## src/rtl/rqc_map.vh

```
// Purpose: Register map, field positions and constants of the inventory round controller
// Assumes: 32-bit classic Wishbone, byte addresses
// Notes: Definitions only
`ifndef RQC_MAP_VH
`define RQC_MAP_VH

// Register byte offsets
`define RQC_ADR_CTRL 8'h00
`define RQC_ADR_CFG 8'h04
`define RQC_ADR_DYN 8'h08
`define RQC_ADR_DWELL 8'h0C
`define RQC_ADR_STATUS 8'h10
`define RQC_ADR_ROUNDS 8'h14

// Control fields
`define RQC_CTRL_START 0
`define RQC_CTRL_STOP 1
`define RQC_CTRL_CONT 2
`define RQC_CTRL_TOGGLE 3
`define RQC_CTRL_ALG 4

// Configuration fields
`define RQC_CFG_TGT 1:0
`define RQC_CFG_SESS 3:2
`define RQC_CFG_FIXQ 7:4
`define RQC_CFG_INITQ 11:8
`define RQC_DYN_MAXREP 7:0
`define RQC_DYN_UPPER 15:8
`define RQC_DYN_LOWER 23:16
`define RQC_DWELL_MS 15:0
`define RQC_CFG_USED 11:0
`define RQC_DYN_USED 23:0

// Reset values
`define RQC_CFG_RST 32'h0000_0440
`define RQC_DYN_RST 32'h0008_2010
`define RQC_DWELL_RST 16'h0000

// Target flag codes
`define RQC_TGT_A 2'h0
`define RQC_TGT_B 2'h1
`define RQC_TGT_UNK 2'h2

// Slot outcome codes
`define RQC_SLOT_RN16_TO 2'h0
`define RQC_SLOT_EPC_TO 2'h1
`define RQC_SLOT_TAG 2'h2

// Q limits and ratio fraction bits
`define RQC_Q_MAX 4'hF
`define RQC_Q_MIN 4'h0
`define RQC_RATIO_FRAC 4

// Time base
`define RQC_MS_NS 1000000
`define RQC_CLK_NS 10
`define RQC_CYC_PER_MS (`RQC_MS_NS / `RQC_CLK_NS)

`endif

```

## src/rtl/rqc_round_ctrl.v

```verilog
// Purpose: Inventory round controller issuing Query and QueryRep with adaptive or constant Q
// Assumes: Modem on the same clock reports one outcome per slot; Wishbone classic slave
// Notes: Stop aborts a round only while a slot outcome is awaited
// Notes on behaviour
// - Target flag in each Query configurable as A, B or unknown.
// - Toggling on in continuous inventory: first round A, then B, alternating.
// - Toggling off: same configured target flag every round.
// - One of four sessions used for the whole round.
// - Q is an integer from 0 to 15 in Query commands.
// - Recommend 2^Q above the largest expected tag count.
// - Two selectable algorithms: constant Q and adaptive Q.
// - Constant Q: each round same Q, attempts all 2^Q slots.
// - Constant-Q round cut off on hop time (session 0) or dwell time.
// - Adaptive round: one Query then at most configured QueryRep count.
// - Decrement Q when RN16 timeouts exceed EPC timeouts times upper ratio.
// - Increment Q when RN16 timeouts below EPC timeouts times lower ratio.
// - Between both products Q stays unchanged.
// - Cycle ends after a round with Q zero reading no tags.
// - Adaptive start Q and constant Q are separate settings.
//
// Local design decisions: the register addresses and the Wishbone interface to the registers.
`timescale 1ns/10ps
`include "rqc_map.vh"

module rqc_round_ctrl #(
	parameter CYC_PER_MS = `RQC_CYC_PER_MS
) (
	// Clock and reset
	input wire ref_clk,
	input wire rst_n,
	// Wishbone slave
	input wire wb_cyc_i,
	input wire wb_stb_i,
	input wire wb_we_i,
	input wire [7:0] wb_adr_i,
	input wire [3:0] wb_sel_i,
	input wire [31:0] wb_dat_i,
	output reg [31:0] wb_dat_o,
	output reg wb_ack_o,
	// Command request to modem
	output reg cmd_valid,
	output reg cmd_rep,
	output reg [1:0] cmd_target,
	output reg [1:0] cmd_session,
	output reg [3:0] cmd_q,
	// Slot outcome from modem
	input wire slot_done,
	input wire [1:0] slot_kind,
	// Frequency hop expiry from hop logic
	input wire hop_expired,
	// Status
	output reg busy
);

	// Sequencer states
	localparam S_IDLE = 2'h0;
	localparam S_ISSUE = 2'h1;
	localparam S_WAIT = 2'h2;
	localparam S_EVAL = 2'h3;

	reg [1:0] state_q;
	// Stored settings
	reg cont_q;
	reg toggle_q;
	reg alg_q;
	reg [31:0] cfg_q;
	reg [31:0] dyn_q;
	reg [15:0] dwell_q;
	// Round state and counters
	reg [3:0] cur_q;
	reg [1:0] cur_tgt_q;
	reg [15:0] slot_idx_q;
	reg [15:0] rn16_cnt_q;
	reg [15:0] epc_cnt_q;
	reg [15:0] tag_cnt_q;
	reg [15:0] last_tags_q;
	reg [31:0] rounds_q;
	// Outcome still owed for a command cut off or stopped
	reg owe_q;
	// Dwell time base
	reg [31:0] ms_div_q;
	reg [15:0] ms_cnt_q;

	// A request is taken once, while ack is low
	wire wb_req = wb_cyc_i & wb_stb_i & ~wb_ack_o;
	wire wr = wb_req & wb_we_i & (&wb_sel_i);
	wire wr_ctrl = wr & (wb_adr_i == `RQC_ADR_CTRL);
	wire start = wr_ctrl & wb_dat_i[`RQC_CTRL_START];
	wire stop = wr_ctrl & wb_dat_i[`RQC_CTRL_STOP];

	wire [3:0] fix_q = cfg_q[`RQC_CFG_FIXQ];
	wire [3:0] init_q = cfg_q[`RQC_CFG_INITQ];
	wire [1:0] cfg_tgt = cfg_q[`RQC_CFG_TGT];
	wire [7:0] max_rep = dyn_q[`RQC_DYN_MAXREP];
	wire [7:0] upper = dyn_q[`RQC_DYN_UPPER];
	wire [7:0] lower = dyn_q[`RQC_DYN_LOWER];

	// Outcome of the slot just finished folded into the counters
	wire rn16_hit = slot_done & (slot_kind == `RQC_SLOT_RN16_TO);
	wire epc_hit = slot_done & (slot_kind == `RQC_SLOT_EPC_TO);
	wire tag_hit = slot_done & (slot_kind == `RQC_SLOT_TAG);

	// Last slot of the round
	wire [15:0] fix_last = (16'h0001 << cur_q) - 16'h0001;
	wire last_slot = alg_q ? (slot_idx_q == {8'h00, max_rep})
		: (slot_idx_q == fix_last);

	// Round cut-off on hop in session 0 or dwell expiry, constant Q only
	wire dwell_out = (dwell_q != 16'h0000) & (ms_cnt_q >= dwell_q);
	wire sess0 = (cfg_q[`RQC_CFG_SESS] == 2'h0);
	wire cut = ~alg_q & ((hop_expired & sess0) | dwell_out);

	// Threshold products with fractional ratio
	wire [23:0] rn16_scaled = {4'h0, rn16_cnt_q, 4'h0};
	wire [23:0] up_prod = epc_cnt_q * upper;
	wire [23:0] lo_prod = epc_cnt_q * lower;

	// Q for the next adaptive round
	reg [3:0] next_q;
	always @*
	begin
		next_q = cur_q;
		if (rn16_scaled > up_prod)
		begin
			if (cur_q != `RQC_Q_MIN)
				next_q = cur_q - 4'h1;
		end
		else if (rn16_scaled < lo_prod)
		begin
			if (cur_q != `RQC_Q_MAX)
				next_q = cur_q + 4'h1;
		end
	end

	// Cycle end: adaptive on empty round at Q zero, constant after one round
	wire cycle_end = alg_q ? ((cur_q == 4'h0) & (tag_cnt_q == 16'h0000)) : 1'b1;
	// Start settings come from the very write that starts the cycle
	wire [1:0] first_tgt = wb_dat_i[`RQC_CTRL_TOGGLE] ? `RQC_TGT_A : cfg_tgt;
	wire [1:0] flip_tgt = (cur_tgt_q == `RQC_TGT_A) ? `RQC_TGT_B : `RQC_TGT_A;
	wire [3:0] start_q = alg_q ? init_q : fix_q;
	wire [3:0] launch_q = wb_dat_i[`RQC_CTRL_ALG] ? init_q : fix_q;

	// Register file
	always @(posedge ref_clk or negedge rst_n)
	begin
		if (!rst_n)
		begin
			cont_q <= 1'b0;
			toggle_q <= 1'b0;
			alg_q <= 1'b0;
			cfg_q <= `RQC_CFG_RST;
			dyn_q <= `RQC_DYN_RST;
			dwell_q <= `RQC_DWELL_RST;
		end
		else if (wr & (state_q == S_IDLE))
		begin
			if (wb_adr_i == `RQC_ADR_CTRL)
			begin
				cont_q <= wb_dat_i[`RQC_CTRL_CONT];
				toggle_q <= wb_dat_i[`RQC_CTRL_TOGGLE];
				alg_q <= wb_dat_i[`RQC_CTRL_ALG];
			end
			else if (wb_adr_i == `RQC_ADR_CFG)
				cfg_q <= {20'h00000, wb_dat_i[`RQC_CFG_USED]};
			else if (wb_adr_i == `RQC_ADR_DYN)
				dyn_q <= {8'h00, wb_dat_i[`RQC_DYN_USED]};
			else if (wb_adr_i == `RQC_ADR_DWELL)
				dwell_q <= wb_dat_i[`RQC_DWELL_MS];
		end
	end

	// Bus answer one cycle after the request
	always @(posedge ref_clk or negedge rst_n)
	begin
		if (!rst_n)
		begin
			wb_ack_o <= 1'b0;
			wb_dat_o <= 32'h0000_0000;
		end
		else
		begin
			wb_ack_o <= wb_req;
			if (wb_req & ~wb_we_i)
			begin
				if (wb_adr_i == `RQC_ADR_CTRL)
					wb_dat_o <= {27'h0000000, alg_q, toggle_q, cont_q, 2'h0};
				else if (wb_adr_i == `RQC_ADR_CFG)
					wb_dat_o <= cfg_q;
				else if (wb_adr_i == `RQC_ADR_DYN)
					wb_dat_o <= dyn_q;
				else if (wb_adr_i == `RQC_ADR_DWELL)
					wb_dat_o <= {16'h0000, dwell_q};
				else if (wb_adr_i == `RQC_ADR_STATUS)
					wb_dat_o <= {last_tags_q, 6'h00, cur_tgt_q, cur_q, 3'h0, busy};
				else if (wb_adr_i == `RQC_ADR_ROUNDS)
					wb_dat_o <= rounds_q;
				else
					wb_dat_o <= 32'h0000_0000;
			end
			else
				wb_dat_o <= 32'h0000_0000;
		end
	end

	// Dwell timer, restarted at each round
	always @(posedge ref_clk or negedge rst_n)
	begin
		if (!rst_n)
		begin
			ms_div_q <= 32'h0000_0000;
			ms_cnt_q <= 16'h0000;
		end
		else if (state_q == S_IDLE || state_q == S_EVAL)
		begin
			ms_div_q <= 32'h0000_0000;
			ms_cnt_q <= 16'h0000;
		end
		else if (ms_div_q == CYC_PER_MS - 1)
		begin
			ms_div_q <= 32'h0000_0000;
			if (ms_cnt_q != 16'hFFFF)
				ms_cnt_q <= ms_cnt_q + 16'h0001;
		end
		else
			ms_div_q <= ms_div_q + 32'h0000_0001;
	end

	// Round sequencer
	always @(posedge ref_clk or negedge rst_n)
	begin
		if (!rst_n)
		begin
			state_q <= S_IDLE;
			busy <= 1'b0;
			cmd_valid <= 1'b0;
			cmd_rep <= 1'b0;
			cmd_target <= `RQC_TGT_A;
			cmd_session <= 2'h0;
			cmd_q <= 4'h0;
			cur_q <= 4'h0;
			cur_tgt_q <= `RQC_TGT_A;
			slot_idx_q <= 16'h0000;
			rn16_cnt_q <= 16'h0000;
			epc_cnt_q <= 16'h0000;
			tag_cnt_q <= 16'h0000;
			last_tags_q <= 16'h0000;
			rounds_q <= 32'h0000_0000;
			owe_q <= 1'b0;
		end
		else
		begin
			cmd_valid <= 1'b0;
			if (slot_done)
				owe_q <= 1'b0;
			case (state_q)
			S_IDLE:
			begin
				busy <= 1'b0;
				// Start clears the round counters
				if (start)
				begin
					busy <= 1'b1;
					cur_q <= launch_q;
					cur_tgt_q <= first_tgt;
					slot_idx_q <= 16'h0000;
					rn16_cnt_q <= 16'h0000;
					epc_cnt_q <= 16'h0000;
					tag_cnt_q <= 16'h0000;
					state_q <= S_ISSUE;
				end
			end
			S_ISSUE:
			begin
				// Hold off until a stale outcome has come in
				if (~owe_q | slot_done)
				begin
					cmd_valid <= 1'b1;
					cmd_rep <= (slot_idx_q != 16'h0000);
					cmd_target <= cur_tgt_q;
					cmd_session <= cfg_q[`RQC_CFG_SESS];
					cmd_q <= cur_q;
					state_q <= S_WAIT;
				end
			end
			S_WAIT:
			begin
				if (rn16_hit)
					rn16_cnt_q <= rn16_cnt_q + 16'h0001;
				if (epc_hit)
					epc_cnt_q <= epc_cnt_q + 16'h0001;
				if (tag_hit)
					tag_cnt_q <= tag_cnt_q + 16'h0001;
				if (stop)
				begin
					owe_q <= ~slot_done;
					state_q <= S_IDLE;
				end
				else if (cut)
				begin
					owe_q <= ~slot_done;
					state_q <= S_EVAL;
				end
				else if (slot_done)
				begin
					if (last_slot)
						state_q <= S_EVAL;
					else
					begin
						slot_idx_q <= slot_idx_q + 16'h0001;
						state_q <= S_ISSUE;
					end
				end
			end
			S_EVAL:
			begin
				// Close the round and choose the next Q
				rounds_q <= rounds_q + 32'h0000_0001;
				last_tags_q <= tag_cnt_q;
				slot_idx_q <= 16'h0000;
				rn16_cnt_q <= 16'h0000;
				epc_cnt_q <= 16'h0000;
				tag_cnt_q <= 16'h0000;
				if (toggle_q)
					cur_tgt_q <= flip_tgt;
				if (cycle_end)
					cur_q <= start_q;
				else
					cur_q <= next_q;
				if (cycle_end & ~cont_q)
					state_q <= S_IDLE;
				else
					state_q <= S_ISSUE;
			end
			default:
				state_q <= S_IDLE;
			endcase
		end
	end

endmodule // rqc_round_ctrl

```

## config.mk

```make
export PLATFORM = sky130hd
export DESIGN_NAME = rqc_round_ctrl
export DESIGN_NICKNAME = d
export VERILOG_FILES = /design/src/rtl/rqc_round_ctrl.v
export VERILOG_INCLUDE_DIRS = /design/src /design/src/rtl
export SDC_FILE = /design/constraint.sdc
export NUM_CORES = 1
export LEC_CHECK = 0
export ABC_AREA = 1
export BUFFER_PORTS_ARGS = -buffer_cell sky130_fd_sc_hd__buf_2
export CAP_MARGIN = 10
export CORE_MARGIN = 2
export CORE_UTILIZATION = 45
export DETAILED_ROUTE_END_ITERATION = 16
export GPL_ROUTABILITY_DRIVEN = 0
export SKIP_LAST_GASP = 1
export SLEW_MARGIN = 30
export SYNTH_ARGS = -nofsm -noshare
export SYNTH_HDL_FRONTEND = slang
export SYNTH_SLANG_ARGS = --single-unit
```

## constraint.sdc

```tcl
create_clock -name ref_clk -period 7.2 [get_ports ref_clk]
set_clock_uncertainty 0.2 [all_clocks]
set_input_delay 0 -clock ref_clk [delete_from_list [all_inputs] [get_ports ref_clk]]
set_output_delay 0 -clock ref_clk [all_outputs]
set_load 0.02 [all_outputs]
```

### Word-level counts from Yosys, hierarchy flattened

Cells that the tools add are included.

* $add $sub $neg: 10
* multiply operators: 2
* $lt $le $gt $ge: 3
* eq/ne operators: 29
* shift operators: 1
* mux-type cells: 55
* bitwise logic cells: 28
* reduce and logical (&&, ||, !) cells: 29

Operators by type and width (count)
* 32-bit two-way mux: 9
* 16-bit one-hot mux with 3 select lines: 4
* 16-bit two-way mux: 11
* 16-bit by 1-bit adder with 16-bit output, second input constant: 5
* 32-bit by 1-bit adder with 32-bit output, second input constant: 2
* 16-bit by 8-bit multiplier with 24-bit output: 2
* 32-bit by 17-bit == test with 1-bit output, second input constant: 1
* 4-bit two-way mux: 8
* 16-bit nonzero test: 2
* 20-bit by 24-bit > comparator with 1-bit output: 1
* 20-bit by 24-bit less-than comparator with 1-bit output: 1
* 2-bit inequality test, second input constant: 10
* 4-bit inequality test, second input constant: 5
* 2-bit two-way mux: 9
* 3-bit AND reduction: 6
* 1-bit AND: 17
* 16-bit == test: 1
* 16-bit by 8-bit == test with 1-bit output: 1
* 8-bit by 4-bit == test with 1-bit output, second input constant: 2
* 8-bit by 5-bit == test with 1-bit output, second input constant: 2
* 16-bit greater-or-equal comparator: 1
* 16-bit logical NOT: 1
* 16-bit inequality test, second input constant: 1
* 1-bit by 4-bit left shift with 16-bit output, first input constant: 1
* 23 further kinds: 54

* flip-flop bits (word level): 268
* input port bits: 53
* output and inout port bits: 44

### Longest topological paths before layout

Gate-level depths: netlist of run 1.

* depth after elaboration: 9
* depth in mapped cells: 45
* gate-level depth less buffers: 43

### Least setup slack after synthesis of run 1

OpenSTA, ideal clock, no wires.

* kind: register to register
* from: register dyn_q[13]
* to: register cur_q[3]
* arrival: 6382 ps
* data required time: 6884 ps
* path slack: 501 ps
* cell stages (with the launch flop): 38
* path buffers: 2
* clock period less this slack: 6699 ps
* cell sequence: dfstp_2 > clkbuf_1 > clkbuf_1 > nand2_1 > fa_1 > fa_1 > inv_1 > fa_1 > inv_1 > fa_1 > inv_1 > ha_1 > nand2_1 > inv_1 > a31oi_1 > o21ai_0 > a31oi_1 > xor2_1 > [... 2 more ...] > nor2_1 > a211oi_1 > nand2_1 > nand3_1 > nor2_1 > nand3_1 > inv_1 > ha_1 > a21oi_1 > nand2_1 > xor2_1 > inv_1 > nand2_1 > nand3_1 > nand2_1 > nand2_1 > nand2_1 > nand2_1

* cells in the longest elaborated chain, start to end: 5

RTL lines
* start: declaration: line rqc_round_ctrl.v:67 `reg [31:0] dyn_q;`
* start signal: assignment: line rqc_round_ctrl.v:152 `` dyn_q <= `RQC_DYN_RST; ``
* start signal: assignment: line rqc_round_ctrl.v:166 `` dyn_q <= {8'h00, wb_dat_i[`RQC_DYN_USED]}; ``
* 16-bit by 8-bit multiplier with 24-bit output *: line rqc_round_ctrl.v:115 `wire [23:0] up_prod = epc_cnt_q * upper;`
* 20-bit by 24-bit > comparator with 1-bit output *: line rqc_round_ctrl.v:123 `if (rn16_scaled > up_prod)`
* 4-bit two-way mux: line rqc_round_ctrl.v:123
* 4-bit two-way mux: line rqc_round_ctrl.v:325 `if (cycle_end)`
* 4-bit one-hot mux with 2 select lines: line rqc_round_ctrl.v:255 `case (state_q)`
* end signal: assignment: line rqc_round_ctrl.v:263 `cur_q <= launch_q;`
* end signal: assignment: line rqc_round_ctrl.v:326 `cur_q <= start_q;`
* end signal: assignment: line rqc_round_ctrl.v:328 `cur_q <= next_q;`
* end: declaration: line rqc_round_ctrl.v:70 `reg [3:0] cur_q;`

Every way passes the cells marked *; elsewhere a longest branch is shown, timed or not.
A chain may end at the register's enable or synchronous reset.

### Worst setup path after layout of run 1

Same ends and word-level chain as after synthesis.

==> impl_metrics.json, run 1 <==
{
  "nets": 3768,
  "n_antenna_cell": 0,
  "area_growth_pct": 12.58,
  "cts_made_buffers": 34,
  "synth_fp_nets": 3661,
  "vias_per_cell": 5.200,
  "critPathRequiredTime_ns": 7.44,
  "p_switching_uw": 2495,
  "critPathKind": "reg2reg",
  "leakagePower_uw": 0.01482,
  "hold_class": "in2reg",
  "grt_max_degree": 89,
  "drc_errors": 0,
  "slew-limit-headroom": 0.3432,
  "grt.overflow.total": 0,
  "end_kind": "register",
  "cts-root-buf": "clkbuf_16",
  "vdd_ir_drop_max_v": 0.0002148,
  "cap_violations": 0,
  "die_h_um": 236.5,
  "hold_viol": 12,
  "synth_flop_cell": "dfrtp_1",
  "io_pins": 97,
  "syn_area_per_cell_um2": 7.402,
  "arrival_ns": 7.04,
  "synth_seq_area_share": 0.2760,
  "clkPwrFrac": 0.310,
  "clockBufferDepth": 3,
  "wl_per_cell_um": 16.05,
  "portBuffers": 88,
  "yosys_warnings": 0,
  "finish.utilization": 0.5109,
  "netlist_instances": 3286,
  "grt_pass1_wl_mm": 109.7,
  "pwr-share-seq": 0.284,
  "p_comb_frac": 0.406,
  "syn_area_um2": 24320,
  "slowest_stage": "dfstp_2",
  "start_util": 0.4538,
  "htreeDepth": 2,
  "drtPass1Iterations": 6,
  "grt_antenna_before_repair": 1,
  "fp-row-count": 85,
  "status": "finished with violations",
  "die_area_um2": 55930,
  "cp-start-kind": "register",
  "drt_wl_total_mm": 66.07,
  "power_density_nw_per_um2": 219.5,
  "vias": 21400,
  "synth_edf_count": 0,
  "cts_sinks": 268,
  "post-place-cells": 3985,
  "worst_pin_slew_ns": 0.9822,
  "post-route-period-util": 0.9446,
  "grt_pass1_vias": 21470,
  "antenna_left": 0,
  "drive_above_1_share": 0.07956,
  "violations": "hold timing",
  "clkLatencyLatePin_ns": 0.56,
  "clock.fmax_mhz": 147.0,
  "ys_async_sr_fraction": 1.000,
  "dp_hpwl_mm": 50.64,
  "path_clk_slew_ns": 0.06,
  "p_int_uw": 3516,
  "cpPeakStageDelay_ns": 0.55,
  "synth.area.top_cells": "dfrtp_1 27%, fa_1 14%, nand2_1 12%, inv_1 11%, ha_1 7.9%",
  "timing.critical_path.mode_cell": "nand2_1",
  "switching_share": 0.4151,
  "drtIter0Drc": 1607,
  "layout_common_cells": "807 x nand2_1, 709 x inv_1, 259 x dfrtp_1, 191 x nor2_1, 169 x fa_1",
  "synth_seq_cells": 268,
  "finalSetupViolations": 0,
  "cts_tree": "built",
  "synth_top_area_share": 0.2706,
  "fin_hold_ws_ns": -0.05055,
  "die_x_um": 236.5,
  "ys_types": 62,
  "synth_largest_area_cell": "dfrtp_1",
  "period_minus_slack_ns": 6.801,
  "cp_max_fo": 5,
  "instances_no_fill": 4115,
  "core_um2": 53600,
  "slew_violations": 0,
  "grt_usage": 0.2421,
  "final_common_cell": "nand2_1"
}
==> layer usage <==
layer  track usage  vias to the layer above  routed length (µm)
li1              -                    10390                   -
met1        0.3204                    10260               29370
met2        0.4041                      604               30800
met3       0.03276                      141                3274
met4       0.09264                        2                2605
met5             0                        -                  16
==> stage by stage <==
stage | setup WS, ns | power (µW) | cell area [µm²] | setup TNS [ns]
floorplan | 0.5012 | 3484 | 24320 | 0
global placement | 0.3475 | 4069 | 25400 | 0
detailed placement | 0.3247 | 4141 | 25400 | 0
CTS | 0.3170 | 6064 | 27280 | 0
global route | -0.02784 | 6477 | 27380 | -0.02784
finish | 0.3987 | 6010 | 27380 | 0
==> power by group through the flow <==
| stage | Sequential (µW) | Clock [µW] | Combinational (µW) |
|---|---|---|---|
| floorplan | 1710 | 0 | 1780 |
| global placement | 1720 | 0 | 2340 |
| detailed placement | 1730 | 0 | 2410 |
| CTS | 1700 | 1900 | 2460 |
| global route | 1720 | 1970 | 2790 |
| finish | 1710 | 1860 | 2440 |
==> flip-flops by register name, indices dropped and copies added, names as in the netlist, 4 cells and up <==
name / cells
cfg_q: 12
cmd_q: 4
cur_q: 4
dwell_q: 16
dyn_q: 24
epc_cnt_q: 16
last_tags_q: 16
ms_cnt_q: 16
ms_div_q: 32
rn16_cnt_q: 16
rounds_q: 32
slot_idx_q: 16
tag_cnt_q: 16
wb_dat_o: 32
==> path summary, 6_finish.rpt <==
kind	cells after the start	from	slack, ns	endpoint
max	36	dyn_q[13]	0.40	cur_q[3]
min	7	wb_sel_i[0]	-0.05	dyn_q[4]
max reg2reg	36	dyn_q[13]	0.40	cur_q[3]
min reg2reg	1	ms_div_q[0]	0.26	ms_div_q[0]
max in group asynchronous	4	rst_n	5.57	slot_idx_q[7]
min in group asynchronous	4	rst_n	0.46	rn16_cnt_q[0]
==> cell type report <==
| cell class | instances | area [µm²] |
|---|---|---|
| Inverter | 725 | 2721 |
| Clock buffer | 47 | 979.7 |
| Multi-Input combinational cell | 2177 | 14450 |
| Tap cell | 696 | 870.8 |
| Fill cell | 5218 | 26220 |
| Clock inverter | 15 | 256.5 |
| Timing Repair Buffer | 187 | 1389 |
| Sequential cell | 268 | 6718 |
==> critical path, delay by kind of cell (launching register included) <==
family                     cells  cell delay [ns]
adders and majority gates      7             2.97
and+or+nand+nor               15             1.16
AOI/OAI and AO/OA              5             0.90
DFF                            1             0.55
buffers and inverters          7             0.53
xor gates and xnor gates       2             0.35
==> logic make-up (layout without fill, tap and decap cells) <==
family / Yosys count / count (layout) / synth area share
DFF: 268 / 268 / 0.2760
adders and majority gates: 322 / 322 / 0.2178
buffers and inverters: 841 / 974 / 0.1320
AOI/OAI and AO/OA: 389 / 389 / 0.09104
xor gates and xnor gates: 109 / 109 / 0.03925
and+or+nand+nor: 1353 / 1353 / 0.2421
muxes: 4 / 4 / 0.001852
==> timing repair <==
action	in CTS	in global routing
hold buffers	63	0
hold endpoints to repair	211	0
resized for setup	0	14
setup endpoints to repair	0	2
setup buffers	0	4
==> Yosys cell counts, types with 6 or more instances <==
cell type	instances
inv_1	709
fa_1	169
nor3_1	73
xor2_1	84
o21ai_0	148
nand2_4	6
a31oi_1	13
ha_1	153
nor4_1	32
a221oi_1	6
nand4_1	39
nand2_2	7
o211ai_1	9
inv_2	11
o221ai_1	10
o31ai_1	20
xnor2_1	25
clkbuf_1	76
a21oi_1	140
nor2_4	6
buf_2	16
dfrtp_1	263
nand3_2	9
nor2_2	11
nor2_1	192
nand3_1	146
o22ai_1	14
nand2_1	807
buf_1	19
No activity file was read; power rests on OpenSTA's default activity.
==> inputs of run 2 (changes only) <==
--- a/config.mk
+++ b/config.mk
@@ -13,8 +13,11 @@
 export CORE_UTILIZATION = 45
 export DETAILED_ROUTE_END_ITERATION = 16
 export GPL_ROUTABILITY_DRIVEN = 0
+export HOLD_SLACK_MARGIN = 0.12
+export SKIP_CTS_REPAIR_TIMING = 1
 export SKIP_LAST_GASP = 1
 export SLEW_MARGIN = 30
 export SYNTH_ARGS = -nofsm -noshare
 export SYNTH_HDL_FRONTEND = slang
 export SYNTH_SLANG_ARGS = --single-unit
+export TNS_END_PERCENT = 20
==> run 2 against run 1 <==
Highest routed layer unchanged. Global-route usage decreased by 0.54 points. Cell area increased by 0.40%. The run now ends clean. Critical path type unchanged. Flip-flop and latch count unchanged. Non-clock buffer count increased by 11. Count of clock-buffer cells in the layout unchanged. Final cell count increased by 0.27%.
==> impl_metrics.json, run 2 (synthesized netlist as in run 1, its figures left out) <==
{
  "clockBufferDepth": 3,
  "slowest_stage": "dfstp_2",
  "worstRegToRegCells": 36,
  "cts-root-buf": "clkbuf_16",
  "cts_sinks": 268,
  "area_growth_pct": 13.03,
  "n_antenna_cell": 0,
  "finalSetupTns_ns": 0,
  "grt.overflow.total": 0,
  "critPathRequiredTime_ns": 7.45,
  "p_switching_uw": 2492,
  "multi_input_area_um2": 14450,
  "slew-limit-headroom": 0.3390,
  "reg_top3": "ms_div_q (32), rounds_q (32), wb_dat_o (32)",
  "final_common_cell": "nand2_1",
  "start_util": 0.4538,
  "worst_pin_slew_ns": 0.9886,
  "drc_errors": 0,
  "dp_hpwl_mm": 50.64,
  "drtIter0Drc": 1624,
  "stdcell_area_um2": 27490,
  "die_area_um2": 55930,
  "hold_viol": 0,
  "vias": 21400,
  "nFillCells": 5211,
  "place_area_um2": 25400,
  "nets": 3779,
  "drt_wl_total_mm": 66.11,
  "cp_max_fo": 5,
  "clkLatencyLatePin_ns": 0.56,
  "grt_pass1_wl_mm": 107.5,
  "wl_per_cell_um": 16.02,
  "vias_per_cell": 5.187,
  "p_comb_frac": 0.406,
  "timing.critical_path.mode_cell": "nand2_1",
  "core_um2": 53600,
  "power_density_nw_per_um2": 218.6,
  "leakagePower_uw": 0.01487,
  "htreeDepth": 2,
  "layout_common_cells": "807 x nand2_1, 709 x inv_1, 259 x dfrtp_1, 191 x nor2_1, 169 x fa_1",
  "switching_share": 0.4146,
  "die_x_um": 236.5,
  "p_int_uw": 3519,
  "cts_made_buffers": 34,
  "critPathKind": "reg2reg",
  "register_area_um2": 6718,
  "fp-row-count": 85,
  "io_pins": 97,
  "cap_violations": 0,
  "r2r_slack_ns": 0.40,
  "grt_pass1_vias": 21140,
  "cts_tree": "built",
  "grt_antenna_before_repair": 1,
  "clock.fmax_mhz": 147.0,
  "arrival_ns": 7.05,
  "hold_class": "in2reg",
  "drtPass1Iterations": 6,
  "cpPeakStageDelay_ns": 0.55,
  "path_clk_slew_ns": 0.06,
  "grt_usage": 0.2367,
  "worstHoldPathCells": 4,
  "portBuffers": 88,
  "slew_violations": 0,
  "status": "completed",
  "cp-start-kind": "register",
  "finalSetupViolations": 0,
  "clkPwrFrac": 0.310,
  "drive_above_1_share": 0.07930,
  "grt_max_degree": 92,
  "period_minus_slack_ns": 6.805,
  "end_kind": "register",
  "die_h_um": 236.5,
  "post-route-period-util": 0.9451,
  "pwr-share-seq": 0.284,
  "vdd_ir_drop_max_v": 0.0002159,
  "antenna_left": 0
}
==> run 2: layout make-up <==
type / count / share of cell area
clock inverters: 15 / 0.009329
repair buffers: 198 / 0.05452
flip-flops and latches: 268 / 0.2443
clock buffers: 47 / 0.03563
multi-input cells: 2177 / 0.5255
well taps: 696 / 0.03167
inverters: 725 / 0.09898
==> run 2: power by group through the flow <==
stage               Combinational [µW]  Sequential [µW]  Clock [µW]
floorplan                         1780             1710           0
detailed placement                2410             1730           0
CTS                               2420             1700        1900
finish                            2440             1710        1860
global route                      2790             1720        1970
global placement                  2340             1720           0
==> run 2: metrics by stage <==
stage / utilization / power (µW) / std cells / hold slack, ns / setup WS (ns)
floorplan: - / 3484 / 3286 / -0.4956 / 0.5012
global placement: 0.4738 / 4069 / 3985 / -0.1478 / 0.3475
detailed placement: 0.4738 / 4141 / 3985 / -0.1441 / 0.3247
CTS: 0.4969 / 6030 / 4047 / -0.7163 / 0.3170
global route: 0.5129 / 6481 / 4126 / 0.1212 / -0.02787
finish: 0.5129 / 6011 / 4126 / 0.07770 / 0.3953
==> run 2: worst paths after layout <==
check                       startpoint            end
max                          dyn_q[13]       cur_q[3]
min                        wb_adr_i[1]    wb_dat_o[9]
max reg2reg                  dyn_q[13]       cur_q[3]
min reg2reg                ms_div_q[0]    ms_div_q[0]
max in group asynchronous        rst_n  slot_idx_q[7]
min in group asynchronous        rst_n  rn16_cnt_q[0]
==> run 2: worst max-delay path: cells and delay by family, from the launching register on <==
family / cells / cell delay (ns)
flops: 1 / 0.55
xor+xnor: 2 / 0.36
simple gates: 15 / 1.17
fa+ha+maj: 7 / 2.98
compound gates: 5 / 0.90
buf+inv: 7 / 0.53
==> run 2: layer usage <==
metal	up-vias	track usage	part of all wire
met3	137	0.03206	0.051
li1	10410	-	-
met5	-	0	0.00024
met2	564	0.3959	0.47
met1	10290	0.3153	0.44
met4	2	0.08362	0.037
